## src/ppid_pkg.sv

```systemverilog
// Constants for the port pin interrupt and drive block
// Functional notes
// RULE1 - Each implemented pin has a low/high output drive strength select bit
// RULE2 - Drive strength selection has no effect while the pin is an input
// RULE3 - Unimplemented drive strength bits ignore writes; reads return any value
// RULE4 - Read-only interrupt flag reads 1 once detected; writes ignored
// RULE5 - Writing 1 to acknowledge helps clear the flag; it always reads 0
// RULE6 - Interrupt enable bit permits the request when 1, blocks it when 0
// RULE7 - Mode bit: 0 detects edges only, 1 detects edges and levels
// RULE8 - Per-pin select bit makes that pin an interrupt source when 1
// RULE9 - Polarity bit 0 is falling/low detection, 1 is rising/high detection
// RULE10 - Polarity bit picks pull-up at 0, pull-down at 1, if pull enabled
// RULE11 - Pull-down only applies to a selected interrupt pin set for rising edges
// RULE12 - Pull devices are off for any pin configured as an output
// RULE13 - Interrupt request is asserted while flag and enable are both 1
// RULE14 - In level mode acknowledge cannot clear while a pin stays active
package ppid_pkg;

    // ----------------------------------------------------------------
    // Register offsets (byte addresses)
    // ----------------------------------------------------------------
    localparam logic [7:0] OFS_DRIVE = 8'h00;
    localparam logic [7:0] OFS_STATCTL = 8'h04;
    localparam logic [7:0] OFS_PINSEL = 8'h08;
    localparam logic [7:0] OFS_POLSEL = 8'h0c;
    localparam logic [7:0] OFS_EVT_STATUS = 8'h10;
    localparam logic [7:0] OFS_EVT_MASK = 8'h14;

    // ----------------------------------------------------------------
    // Field layout
    // ----------------------------------------------------------------
    localparam logic [7:0] DRIVE_IMPL_MASK = 8'hef;
    localparam int unsigned NUM_PINS = 8;
    localparam int unsigned NUM_IRQ_PINS = 4;
    localparam int unsigned BIT_FLAG = 3;
    localparam int unsigned BIT_ACK = 2;
    localparam int unsigned BIT_IE = 1;
    localparam int unsigned BIT_MODE = 0;
    localparam int unsigned EVT_DETECT = 0;
    localparam int unsigned EVT_REQ_RISE = 1;
    localparam int unsigned NUM_EVT = 2;

    // ----------------------------------------------------------------
    // Reset values
    // ----------------------------------------------------------------
    localparam logic [7:0] RST_DRIVE = 8'h00;
    localparam logic [3:0] RST_PINSEL = 4'h0;
    localparam logic [3:0] RST_POLSEL = 4'h0;
    localparam logic [1:0] RST_EVT = 2'h0;

endpackage : ppid_pkg

```

## src/ppid_port.sv

```systemverilog
// Pin interrupt detection, pull selection and drive strength for one port
`timescale 1ns/1ps

module ppid_port (
    input wire logic pclk,
    input wire logic presetn,
    input wire logic psel,
    input wire logic penable,
    input wire logic pwrite,
    input wire logic [7:0] paddr,
    input wire logic [31:0] pwdata,
    output logic [31:0] prdata,
    output logic pready,
    output logic pslverr,
    input wire logic [7:0] pin_in,
    input wire logic [7:0] pin_is_output,
    input wire logic [7:0] pull_enable_bits,
    output logic [7:0] drive_high,
    output logic [7:0] pull_up_on,
    output logic [7:0] pull_down_on,
    output logic port_irq_req,
    output logic evt_irq
);

    typedef struct packed {
        logic [7:0] sync1;
        logic [7:0] sync2;
        logic [3:0] lvl_prev;
        logic [7:0] drive_strength_bits;
        logic irq_flag;
        logic irq_enable_bit;
        logic detect_mode_bit;
        logic [3:0] irq_pin_select;
        logic [3:0] irq_polarity_select;
        logic [1:0] evt_status;
        logic [1:0] evt_mask;
        logic [31:0] rdata;
        logic ready;
        logic slverr;
        logic [7:0] drive_high;
        logic [7:0] pull_up_on;
        logic [7:0] pull_down_on;
        logic req;
        logic evt_irq;
    } ppid_state_t;

    ppid_state_t s_q;
    ppid_state_t s_d;

    // ----------------------------------------------------------------
    // Next state
    // ----------------------------------------------------------------
    always_comb begin
        logic [3:0] lvl;
        logic [3:0] edges;
        logic det_set;
        logic level_hold;
        logic wr;
        logic rd_phase;
        logic mapped;
        logic ack;
        logic [31:0] rd;
        logic [7:0] pull_on;
        logic [7:0] pd_sel;
        lvl = '0;
        edges = '0;
        det_set = 1'b0;
        level_hold = 1'b0;
        wr = 1'b0;
        rd_phase = 1'b0;
        mapped = 1'b0;
        ack = 1'b0;
        rd = '0;
        pull_on = '0;
        pd_sel = '0;
        s_d = s_q;

        // Pins are asynchronous: only sync2 feeds logic
        s_d.sync1 = pin_in;
        s_d.sync2 = s_q.sync1;

        // Active level per interrupt pin after polarity
        lvl = s_q.sync2[3:0] ^ ~s_q.irq_polarity_select; // RULE9
        s_d.lvl_prev = lvl;
        edges = lvl & ~s_q.lvl_prev & s_q.irq_pin_select; // RULE8
        level_hold = s_q.detect_mode_bit && ((lvl & s_q.irq_pin_select) != 4'h0); // RULE7
        det_set = (edges != 4'h0) || level_hold; // RULE7

        // Bus decode
        mapped = (paddr == ppid_pkg::OFS_DRIVE) || (paddr == ppid_pkg::OFS_STATCTL)
            || (paddr == ppid_pkg::OFS_PINSEL) || (paddr == ppid_pkg::OFS_POLSEL)
            || (paddr == ppid_pkg::OFS_EVT_STATUS) || (paddr == ppid_pkg::OFS_EVT_MASK);
        // Access completes on the edge where the registered ready is seen high
        rd_phase = psel && penable && !s_q.ready;
        wr = psel && penable && s_q.ready && pwrite && mapped;

        unique case (paddr)
            ppid_pkg::OFS_DRIVE: rd[7:0] = s_q.drive_strength_bits; // RULE3
            ppid_pkg::OFS_STATCTL: begin
                rd[ppid_pkg::BIT_FLAG] = s_q.irq_flag; // RULE4
                rd[ppid_pkg::BIT_ACK] = 1'b0; // RULE5
                rd[ppid_pkg::BIT_IE] = s_q.irq_enable_bit;
                rd[ppid_pkg::BIT_MODE] = s_q.detect_mode_bit;
            end
            ppid_pkg::OFS_PINSEL: rd[3:0] = s_q.irq_pin_select;
            ppid_pkg::OFS_POLSEL: rd[3:0] = s_q.irq_polarity_select;
            ppid_pkg::OFS_EVT_STATUS: rd[1:0] = s_q.evt_status;
            ppid_pkg::OFS_EVT_MASK: rd[1:0] = s_q.evt_mask;
            default: rd = '0;
        endcase

        s_d.ready = rd_phase;
        // Error stands only with ready, so it never lingers into an idle or setup cycle
        s_d.slverr = rd_phase && !mapped;
        if (rd_phase) begin
            s_d.rdata = (pwrite || !mapped) ? 32'h0000_0000 : rd;
        end

        // Register writes
        if (wr) begin
            unique case (paddr)
                ppid_pkg::OFS_DRIVE: begin
                    s_d.drive_strength_bits = pwdata[7:0] & ppid_pkg::DRIVE_IMPL_MASK; // RULE3 RULE1
                end
                ppid_pkg::OFS_STATCTL: begin
                    ack = pwdata[ppid_pkg::BIT_ACK]; // RULE5
                    s_d.irq_enable_bit = pwdata[ppid_pkg::BIT_IE]; // RULE6
                    s_d.detect_mode_bit = pwdata[ppid_pkg::BIT_MODE]; // RULE7
                end
                ppid_pkg::OFS_PINSEL: s_d.irq_pin_select = pwdata[3:0]; // RULE8
                ppid_pkg::OFS_POLSEL: s_d.irq_polarity_select = pwdata[3:0]; // RULE9
                ppid_pkg::OFS_EVT_STATUS: s_d.evt_status = s_q.evt_status & ~pwdata[1:0];
                ppid_pkg::OFS_EVT_MASK: s_d.evt_mask = pwdata[1:0];
                default: ;
            endcase
        end

        // Flag: set wins over acknowledge, so a held level keeps it set
        s_d.irq_flag = det_set || (s_q.irq_flag && !ack); // RULE4 RULE14
        s_d.req = s_d.irq_flag && s_d.irq_enable_bit; // RULE13 RULE6

        // Sticky events: a new event beats a same-cycle clear
        if (det_set) begin
            s_d.evt_status[ppid_pkg::EVT_DETECT] = 1'b1;
        end
        if (s_d.req && !s_q.req) begin
            s_d.evt_status[ppid_pkg::EVT_REQ_RISE] = 1'b1;
        end
        s_d.evt_irq = (s_d.evt_status & s_d.evt_mask) != 2'h0;

        // Pin controls
        s_d.drive_high = s_d.drive_strength_bits & pin_is_output; // RULE1 RULE2
        pull_on = pull_enable_bits & ~pin_is_output; // RULE12
        pd_sel[3:0] = s_d.irq_pin_select & s_d.irq_polarity_select; // RULE10 RULE11
        s_d.pull_down_on = pull_on & pd_sel; // RULE11
        s_d.pull_up_on = pull_on & ~pd_sel; // RULE10
    end

    // ----------------------------------------------------------------
    // State register
    // ----------------------------------------------------------------
    always_ff @(posedge pclk or negedge presetn) begin
        if (!presetn) begin
            s_q <= '0;
            s_q.drive_strength_bits <= ppid_pkg::RST_DRIVE;
            s_q.irq_pin_select <= ppid_pkg::RST_PINSEL;
            s_q.irq_polarity_select <= ppid_pkg::RST_POLSEL;
            s_q.evt_status <= ppid_pkg::RST_EVT;
            s_q.evt_mask <= ppid_pkg::RST_EVT;
        end else begin
            s_q <= s_d;
        end
    end

    assign prdata = s_q.rdata;
    assign pready = s_q.ready;
    assign pslverr = s_q.slverr;
    assign drive_high = s_q.drive_high;
    assign pull_up_on = s_q.pull_up_on;
    assign pull_down_on = s_q.pull_down_on;
    assign port_irq_req = s_q.req;
    assign evt_irq = s_q.evt_irq;

endmodule : ppid_port

```

## config.mk

```make
export PLATFORM = sky130hd
export DESIGN_NAME = ppid_port
export DESIGN_NICKNAME = d
export VERILOG_FILES = /design/src/ppid_pkg.sv /design/src/ppid_port.sv
export SDC_FILE = /design/constraint.sdc
export NUM_CORES = 1
export LEC_CHECK = 0
export ABC_AREA = 1
export BUFFER_PORTS_ARGS = -buffer_cell sky130_fd_sc_hd__buf_4
export CAP_MARGIN = 10
export CORE_AREA = 2 2 92 94
export CTS_BUF_LIST = sky130_fd_sc_hd__clkbuf_4 sky130_fd_sc_hd__clkbuf_8
export DETAILED_ROUTE_END_ITERATION = 6
export DIE_AREA = 0 0 94 96
export PLACE_DENSITY = 0.68
export SLEW_MARGIN = 15
export SYNTH_ARGS = -nofsm -noshare
export SYNTH_HDL_FRONTEND = slang
export SYNTH_SLANG_ARGS = --single-unit
```

## constraint.sdc

```tcl
create_clock -name pclk -period 1.8 [get_ports pclk]
set_clock_uncertainty 0.2 [all_clocks]
set_input_delay 0.18 -clock pclk [delete_from_list [all_inputs] [get_ports pclk]]
set_output_delay 0.18 -clock pclk [all_outputs]
set_load 0.03 [all_outputs]
```

==> impl_metrics.toml, run 1 <==
[worst_hold_path]
whs_endpoint = "prdata[2]"
hold_class = "input port to flip-flop"
hold_path_depth = 6
hold_start = "pwrite"

[critical_path]
crit_path_end_kind = "flip-flop"
max_stage_delay_ns = 0.44
cp_top_family = "simple AND/OR/NAND/NOR gates"
criticalPathCategory = "flip-flop to flip-flop"
critPathMaxFanout = 3
path_buf_inv = 0
slowest_stage = "dfrtp_2"
rr_endpoint = "evt_irq"
worstPathCellList = "xnor2_2 > nand2_1 > o21ai_0 > nor2_1 > nor2_1 > nor2_1 > nand2_1 > nand3_1 > nand2_1 > nand2_1 > nand2_1"
required_ns = 1.84
r2r_start = "s_q[67]"
cp-start-kind = "flip-flop"
crit_arrival_ns = 1.73
reg2reg_depth = 11
crit_top_cell = "nand2_1"
r2r_slack_ns = 0.11

[final_layout]
num_antenna_cells = 0
syn2layout_area_growth_pct = 31.95
layout-drive-gt1-share_pct = 28.85
final_cells = 559
finalNetCount = 518
final_area_um2 = 4170
utilization_pct = 51.79
n_fill_cell = 752

[cts]
htree_levels = 3
clk_latency_ns = 0.35
cts_root_buf = "clkbuf_8"
cts.sinks = 67
cts_tree = "built"
post_cts_buffers = 0
clock_path_buffers = 2
cts_buffers = 9
clk_pin_slew_ns = 0.07

[timing]
fmax_ghz = 0.5900
grt_setup_unrepaired = "yes"
setup_viol = 0
period_minus_slack_ns = 1.695
hold_violations = 0
finalSetupTns_ns = 0
drv_slew = 0
whs_ns = 0.02907
fin_crit_sh_pct = 94.16

[yosys]
synth_top_cells_by_area = "dfrtp_1 53%, buf_4 13%, nand2_1 8.6%, inv_1 5.0%, nor2_1 4.2%"
synth_top_area_share_pct = 53.05
synth_common_cells = "72 x nand2_1, 67 x dfrtp_1, 56 x buf_4"
ys.warnings.count = 0
synthCells = 353
synth_edf_count = 0
synthArstFlopShare_pct = 100.0
avgSynthCellArea_um2 = 8.953
yosysMostFrequentCell = "nand2_1"
yosys.cell_types.count = 29
ys.flop_type = "dfrtp_1"
seq_area_frac_synth_pct = 53.05
ys_ff_latch = 67
yosys.area.top_type = "dfrtp_1"
netlist_area_um2 = 3161

[die]
die_h_um = 96
core_um2 = 8051
die_x_um = 94
io_pins = 129
row_count = 33
start_util_pct = 39.25
dieArea_um2 = 9024

[power_and_ir_drop]
power_density_nw_per_um2 = 792.2
p_leak_nw = 2.202
vdd_drop_max_mv = 0.4781

[detailed_routing]
drc_errors = 0
met1_length_mm = 2.659
vias = 2381
met3_length_um = 455
drtIter0Drc = 92
finalWirelength_mm = 6.300
viasPerCell = 4.259
wl_per_cell_um = 11.27
top_layer = "met4"
first_pass_iters = 4
wl_met2_mm = 3.113
antenna_left = 0

[grt]
grt_max_degree = 32
grt_overflow_total = 0
grt_pass1_wl_mm = 10.36
grt_pass1_vias = 2357
antenna_found_initial = 0
grt_usage_pct = 15.32

[place]
hpwlAfterDp_mm = 4.592
gp_congestion = 0.8566
port_buffers = 71
post_dp_cell_area_um2 = 3620
dp_cells = 514

[outcome]
status = "finished, final reports clean"

[job]
cap_viol_max_count = 0
## power breakdown
group          switching, mW  internal, mW  total, mW
clock                  0.548         0.847       1.40
sequential            0.0108          1.54       1.55
combinational          0.214         0.148      0.362
## worst reg2reg max path, cell delays in order (launching register included)
cell and delay, ns:
dfrtp_2 0.44, xnor2_2 0.16, nand2_1 0.06, o21ai_0 0.08, nor2_1 0.09, nor2_1 0.04
nor2_1 0.14, nand2_1 0.09, nand3_1 0.08, nand2_1 0.08, nand2_1 0.06, nand2_1 0.05
## layer usage
metal / GRT usage, % / vias to the layer above
li1: - / 1184
met1: 17.31 / 1102
met2: 27.02 / 89
met3: 5.717 / 6
met4: 4.710 / 0
met5: 0 / -
## cells by family (layout without fill, tap and decap cells)
| family | count (synthesis) | after routing | share of synthesized area, % |
|---|---|---|---|
| compound gates | 41 | 41 | 7.284 |
| flops | 67 | 67 | 53.05 |
| buf+inv | 106 | 180 | 19.64 |
| simple gates | 134 | 134 | 18.80 |
| other cells | 1 | 28 | 0.1187 |
| xor+xnor | 4 | 4 | 1.109 |
## cell usage in the layout (no fill, tap or decap), drive strengths merged
cell         instances
buf                 86
nand2               76
dfrtp               67
inv                 47
nor2                42
o21ai               34
dlygate4sd3         29
conb                28
clkbuf              11
nand3                6
a21oi                5
clkinv               5
and2                 3
xnor2                3
nand3b               3
nor3                 2
bufinv               2
and3                 1
xor2                 1
nand4                1
o2111ai              1
o211ai               1
## worst max path at each step
stage	startpoint	to	cells past startpoint	slack, ns
6_report	s_q[67]	evt_irq	11	0.11
5_1_grt	s_q[65]	evt_irq	11	-0.05
4_1_cts	pready	pull_down_on[3]	8	0.04
3_5_place_dp	paddr[7]	pull_down_on[3]	12	-0.1
3_3_place_gp	paddr[7]	pull_down_on[0]	12	-0.03
2_1_floorplan	pready	drive_high[1]	10	0.06
## flip-flops by register name (all words and copies together), names as in the netlist
| name | cells |
|---|---|
| drive_high | 8 |
| evt_irq | 1 |
| port_irq_req | 1 |
| prdata | 8 |
| pready | 1 |
| pslverr | 1 |
| pull_down_on | 4 |
| pull_up_on | 8 |
| s_d | 4 |
| s_q | 31 |
## metrics by stage
stage	setup slack [ns]	power [mW]
2_1_floorplan	0.05733	1.800
3_3_place_gp	-0.02858	1.880
3_5_place_dp	-0.09711	1.884
4_1_cts	0.04147	3.345
5_1_grt	-0.05301	3.459
6_report	0.1052	3.304
## cell type report
cell class                 count  area (um2)  area share [%]
clock inverter                 5       75.07           1.800
timing repair buffer         115       948.4           22.74
multi-input combinational    207       997.2           23.91
sequential                    67        1678           40.23
clock buffer                  11       151.4           3.630
tap                          105       131.4           3.150
inverter                      49       188.9           4.530
## timing repair
action / in CTS / in global routing
hold endpoints to repair: 106 / 0
gates resized for setup: 0 / 6
hold buffers: 29 / 0
setup endpoints to repair: 0 / 12
Note: power is estimated with default switching activity, not from simulation.
==> run 2: changes to the inputs <==
--- a/config.mk
+++ b/config.mk
@@ -5,14 +5,13 @@
 export SDC_FILE = /design/constraint.sdc
 export NUM_CORES = 1
 export LEC_CHECK = 0
-export ABC_AREA = 1
 export BUFFER_PORTS_ARGS = -buffer_cell sky130_fd_sc_hd__buf_4
 export CAP_MARGIN = 10
 export CORE_AREA = 2 2 92 94
 export CTS_BUF_LIST = sky130_fd_sc_hd__clkbuf_4 sky130_fd_sc_hd__clkbuf_8
 export DETAILED_ROUTE_END_ITERATION = 6
 export DIE_AREA = 0 0 94 96
-export PLACE_DENSITY = 0.68
+export PLACE_DENSITY = 0.67
 export SLEW_MARGIN = 15
 export SYNTH_ARGS = -nofsm -noshare
 export SYNTH_HDL_FRONTEND = slang
==> run 2 against run 1 <==
Net effect:
- the flow now finishes with violations (setup timing)
- non-clock buffer count up 15
- hold slack better by 0.034 ns
- sequential power barely moved
- first-iteration DRC count decreased by 9.8%
- design area grew 3.2%
- die area is the same
- clock power decreased by 4%
- core utilization grew 1.7 points
- critical path type unchanged
- critical endpoint unchanged
==> impl_metrics.toml, run 2 <==
[detailed_routing]
drtIter0Drc = 83
drc_errors = 0
viasPerCell = 4.572
first_pass_iters = 5
vias = 2167
wl_per_cell_um = 14.42
antenna_left = 0
finalWirelength_mm = 6.835

[place]
hpwlAfterDp_mm = 4.721
post_dp_cell_area_um2 = 3707
gp_congestion = 0.7682
port_buffers = 71

[die]
die_h_um = 96
core_um2 = 8051
start_util_pct = 39.11
io_pins = 129
dieArea_um2 = 9024
die_x_um = 94
row_count = 33

[power_and_ir_drop]
power_density_nw_per_um2 = 761.9
p_leak_nw = 2.182
vdd_drop_max_mv = 0.3919

[timing]
fin_crit_sh_pct = 106.1
period_minus_slack_ns = 1.911
grt_setup_unrepaired = "yes"
fmax_ghz = 0.5234
whs_ns = 0.06258
timing.final.ws_setup_ns = -0.1106
drv_slew = 0
hold_violations = 0
setup_viol = 9

[yosys]
avgSynthCellArea_um2 = 12.30
seq_area_frac_synth_pct = 53.24
ys_ff_latch = 67
synthArstFlopShare_pct = 100.0
synth-adder-area-share_pct = 0
synth_top_family_by_area = "buffers and inverters"
synth_xor_xnor_area_share_pct = 1.112
synthCells = 256
ys.flop_type = "dfrtp_1"
synthMuxAreaShare_pct = 10.41
synth_edf_count = 0
synth_top_cells_by_area = "dfrtp_1 53%, buf_4 13%, mux2_1 5.7%, mux4_2 2.1%, nand3b_1 1.7%"
synth_common_cells = "67 x dfrtp_1, 56 x buf_4, 16 x mux2_1"
yosysMostFrequentCell = "dfrtp_1"
synth_top_area_share_pct = 53.24
ys.warnings.count = 0
yosys.area_share.simple_pct = 14.50
synth_compound_area_share_pct = 6.039
yosys.area.top_type = "dfrtp_1"
netlist_area_um2 = 3149
yosys.cell_types.count = 42

[worst_hold_path]
hold_path_depth = 5
whs_endpoint = "prdata[2]"
hold_start = "paddr[6]"
hold_class = "input port to flip-flop"

[final_layout]
layout-drive-gt1-share_pct = 40.11
final_common_cell = "buf_4"
num_antenna_cells = 0
largest_register = "s_q"
regArea_um2 = 1678
finalNetCount = 433
utilization_pct = 53.47
final_cell_mix = "96 x buf_4, 66 x dfrtp_1, 30 x dlygate4sd3_1"
multi_input_area_um2 = 1187
n_fill_cell = 691
syn2layout_area_growth_pct = 36.71
final_area_um2 = 4305
largest_reg_flops = 31

[cts]
htree_levels = 3
cts_root_buf = "clkbuf_8"
cts_buffers = 9
cts.sinks = 67
clock_path_buffers = 2
clk_latency_ns = 0.34
clk_pin_slew_ns = 0.07
cts_tree = "built"

[grt]
grt_max_degree = 38
antenna_found_initial = 0
grt_pass1_vias = 2279
grt_usage_pct = 16.04
grt_pass1_wl_mm = 10.83
grt_overflow_total = 0

[critical_path]
critPathLaunch = "pready"
crit_arrival_ns = 1.92
r2r_slack_ns = -0.11
cp-start-kind = "flip-flop"
r2r_start = "pready"
worstPathCellList = "nand4_1 > or4_4 > mux2_4 > o31ai_4 > o311ai_1"
crit_path_end_kind = "flip-flop"
criticalPathCategory = "flip-flop to flip-flop"
required_ns = 1.81
critPathMaxFanout = 3
max_stage_delay_ns = 0.51
rr_endpoint = "evt_irq"
reg2reg_depth = 5
slowest_stage = "or4_4"

[outcome]
status = "finished, violations left"
violations = "setup timing"

[job]
cap_viol_max_count = 0
==> run 2: final cells by class <==
class / instances / area share, %
Clock buffer: 10 / 3.051
Clock inverter: 6 / 1.860
Inverter: 6 / 0.5231
Multi-Input combinational cell: 150 / 27.58
Sequential cell: 67 / 38.97
Tap cell: 105 / 3.051
Timing Repair Buffer: 130 / 24.96
==> run 2: cell families after synthesis <==
logic type | after synthesis
AND/OR/NAND/NOR | 68
XOR/XNOR | 4
flip-flops | 67
AO/OA/AOI/OAI | 24
other | 1
multiplexers | 26
buffers and inverters | 66
==> run 2: worst max-delay path by stage <==
| stage | end | slack [ns] | depth (start not counted) |
|---|---|---|---|
| 2_1_floorplan | evt_irq | -0.31 | 5 |
| 3_3_place_gp | evt_irq | -0.45 | 6 |
| 3_5_place_dp | evt_irq | -0.48 | 6 |
| 4_1_cts | evt_irq | -0.07 | 5 |
| 5_1_grt | evt_irq | -0.14 | 6 |
| 6_report | evt_irq | -0.11 | 5 |
==> run 2: timing repair <==
item | 4_1_cts | 5_1_grt
setup buffers | 1 | 0
endpoints found under the setup margin | 9 | 19
hold endpoints to repair | 112 | 0
pin swaps | 3 | 7
hold buffers | 30 | 0
resized for setup | 4 | 13
==> run 2: stage by stage <==
stage | TNS, ns | total power, mW | cells | setup slack, ns
2_1_floorplan | -4.375 | 1.789 | 283 | -0.3125
5_1_grt | -1.195 | 3.408 | 474 | -0.1438
3_5_place_dp | -11.83 | 1.898 | 427 | -0.4763
6_report | -0.3875 | 3.280 | 474 | -0.1106
3_3_place_gp | -10.96 | 1.892 | 427 | -0.4453
4_1_cts | -0.3473 | 3.300 | 474 | -0.07115
==> run 2: critical path, delay by kind of cell (launching register included) <==
| family | cells | cell delay [ns] |
|---|---|---|
| AO/OA/AOI/OAI | 2 | 0.18 |
| multiplexers | 1 | 0.34 |
| flip-flops | 1 | 0.35 |
| AND/OR/NAND/NOR | 2 | 0.71 |
==> run 2: report_power, final <==
group	switching, mW	internal, mW
clock network	0.567	0.786
registers	0.0107	1.53
logic	0.219	0.164
total	0.796	2.48
==> run 2: per-layer routing <==
layer | GRT usage (%) | routed length (um) | share of wire, % | up-vias
met5 | 0 | 0 | 0 | -
met2 | 26.43 | 3386 | 50 | 64
met4 | 7.367 | 143 | 2.1 | 0
met3 | 4.229 | 327 | 4.8 | 12
met1 | 19.84 | 2977 | 44 | 1065
li1 | - | - | - | 1026
==> run 3: changes to the inputs <==
--- a/config.mk
+++ b/config.mk
@@ -5,7 +5,7 @@
 export SDC_FILE = /design/constraint.sdc
 export NUM_CORES = 1
 export LEC_CHECK = 0
-export BUFFER_PORTS_ARGS = -buffer_cell sky130_fd_sc_hd__buf_4
+export BUFFER_PORTS_ARGS = -buffer_cell sky130_fd_sc_hd__buf_2
 export CAP_MARGIN = 10
 export CORE_AREA = 2 2 92 94
 export CTS_BUF_LIST = sky130_fd_sc_hd__clkbuf_4 sky130_fd_sc_hd__clkbuf_8
==> run 3 against run 2 <==
Net effect:
- the run still ends with setup timing left
- largest cell class unchanged
- largest power group unchanged
- combinational power shrank 8.4%
- critical path depth grew 4
- setup slack lost 0.023 ns
==> impl_metrics.toml, run 3 (synthesized netlist as in run 2, its figures left out) <==
[outcome]
status = "finished, violations left"
violations = "setup timing"

[place]
gp_congestion = 0.7744
port_buffers = 71
hpwlAfterDp_mm = 4.514

[final_layout]
n_fill_cell = 718
num_antenna_cells = 0
utilization_pct = 51.34
final_common_cell = "buf_2"
largest_reg_flops = 31
largest_register = "s_q"
syn2layout_area_growth_pct = 31.27
layout-drive-gt1-share_pct = 40.86
final_cell_mix = "71 x buf_2, 66 x dfrtp_1, 30 x buf_4"
finalNetCount = 436

[power_and_ir_drop]
netSwitchingFraction_pct = 25.50
pwr-share-clk_pct = 39.7
p_int_mw = 2.342
p_leak_nw = 2.138
vdd_drop_max_mv = 0.3826
pwr-share-comb_pct = 11.2
power_mw = 3.144
seq_power_share_pct = 49.1
net-switching-power_uw = 801.9
power_density_nw_per_um2 = 760.6

[cts]
htree_levels = 3
cts_root_buf = "clkbuf_8"
cts.sinks = 67
cts_buffers = 9
clk_latency_ns = 0.34
clock_path_buffers = 2
clk_pin_slew_ns = 0.08
cts_tree = "built"

[worst_hold_path]
hold_class = "input port to flip-flop"
hold_path_depth = 2
hold_start = "pwdata[1]"
whs_endpoint = "s_q[69]"

[detailed_routing]
drc_errors = 0
drtIter0Drc = 81
first_pass_iters = 4
wl_per_cell_um = 13.27
vias = 2152
viasPerCell = 4.512
antenna_left = 0
finalWirelength_mm = 6.329

[grt]
grt_pass1_wl_mm = 9.646
grt_max_degree = 30
antenna_found_initial = 0
grt_usage_pct = 14.20
grt_pass1_vias = 2044
grt_overflow_total = 0

[critical_path]
crit_path_end_kind = "flip-flop"
critPathMaxFanout = 3
cp-start-kind = "input port"
rr_endpoint = "evt_irq"
required_ns = 1.80
r2r_slack_ns = -0.11
crit_arrival_ns = 1.93
reg2reg_depth = 6
criticalPathCategory = "input port to flip-flop"
r2r_start = "pready"

[die]
core_um2 = 8051
die_h_um = 96
io_pins = 129
die_x_um = 94
dieArea_um2 = 9024
row_count = 33
start_util_pct = 39.11

[timing]
fin_crit_sh_pct = 107.4
drv_slew = 0
period_minus_slack_ns = 1.933
fmax_ghz = 0.5173
hold_violations = 0
setup_viol = 12
whs_ns = 0.01974
grt_setup_unrepaired = "yes"
timing.final.ws_setup_ns = -0.1333

[job]
cap_viol_max_count = 0
[run 3: cell count changes in the layout (fill, tap and decap cells not counted), moves of 3 or more]
cell	previous run	this run
clkinvlp_4	0	4
buf_2	0	71
buf_4	96	30
clkinv_2	4	1
[run 3: worst max path at each step]
stage                     startpoint             to  depth (start not counted)
after floorplan               pready        evt_irq                          5
after global placement      paddr[0]        evt_irq                          6
after detailed placement    paddr[0]        evt_irq                          6
after CTS                     pready  drive_high[3]                          5
after global routing        paddr[0]        evt_irq                          9
final                       paddr[0]        evt_irq                          9
[run 3: what timing repair did]
action | 4_1_cts | 5_1_grt
buffers inserted | 1 | 1
pin swaps | 3 | 5
hold buffers | 29 | 0
endpoints found under the hold margin | 103 | 0
resized for setup | 2 | 14
endpoints found under the setup margin | 9 | 40
[run 3: metal layers]
| metal | share of wire [%] | vias to the layer above | GRT usage, % |
|---|---|---|---|
| met3 | 4.2 | 2 | 3.681 |
| met2 | 50 | 59 | 22.44 |
| met4 | 0.52 | 0 | 5.918 |
| met5 | 0 | - | 0 |
| li1 | - | 1032 | - |
| met1 | 45 | 1059 | 18.66 |
[run 3: critical path: stages]
cell      delay (ns)
buf_2           0.10
buf_4           0.13
nor4_2          0.40
nand2_1         0.15
buf_4           0.17
nor4_2          0.27
buf_4           0.19
mux2i_2         0.24
o311ai_1        0.11
[run 3: per-stage QoR]
stage | setup TNS, ns | worst slack (ns) | cell area (um2) | instances
global route | -1.796 | -0.1971 | 4134 | 477
floorplan | -4.375 | -0.3125 | 3257 | 283
detailed placement | -11.19 | -0.4659 | 3552 | 430
finish | -0.5919 | -0.1333 | 4134 | 477
global placement | -11.56 | -0.4309 | 3552 | 430
CTS | -0.6664 | -0.09272 | 4065 | 476
[run 3: layout make-up]
cell class                 instances  area (um2)  area share, %
sequential                        67        1678          40.59
multi-input combinational        150        1186          28.69
timing repair buffer             133       913.4          22.09
clock buffer                      10       137.6          3.329
tap                              105       131.4          3.178
clock inverter                     6       65.06          1.574
inverter                           6       22.52         0.5448
[run 3: power by group through the flow]
stage	Sequential (mW)	Clock [mW]	Combinational [mW]
after floorplan	1.58	0	0.212
after CTS	1.54	1.28	0.347
after global routing	1.55	1.34	0.382
after global placement	1.57	0	0.293
after detailed placement	1.57	0	0.297
final	1.54	1.25	0.351
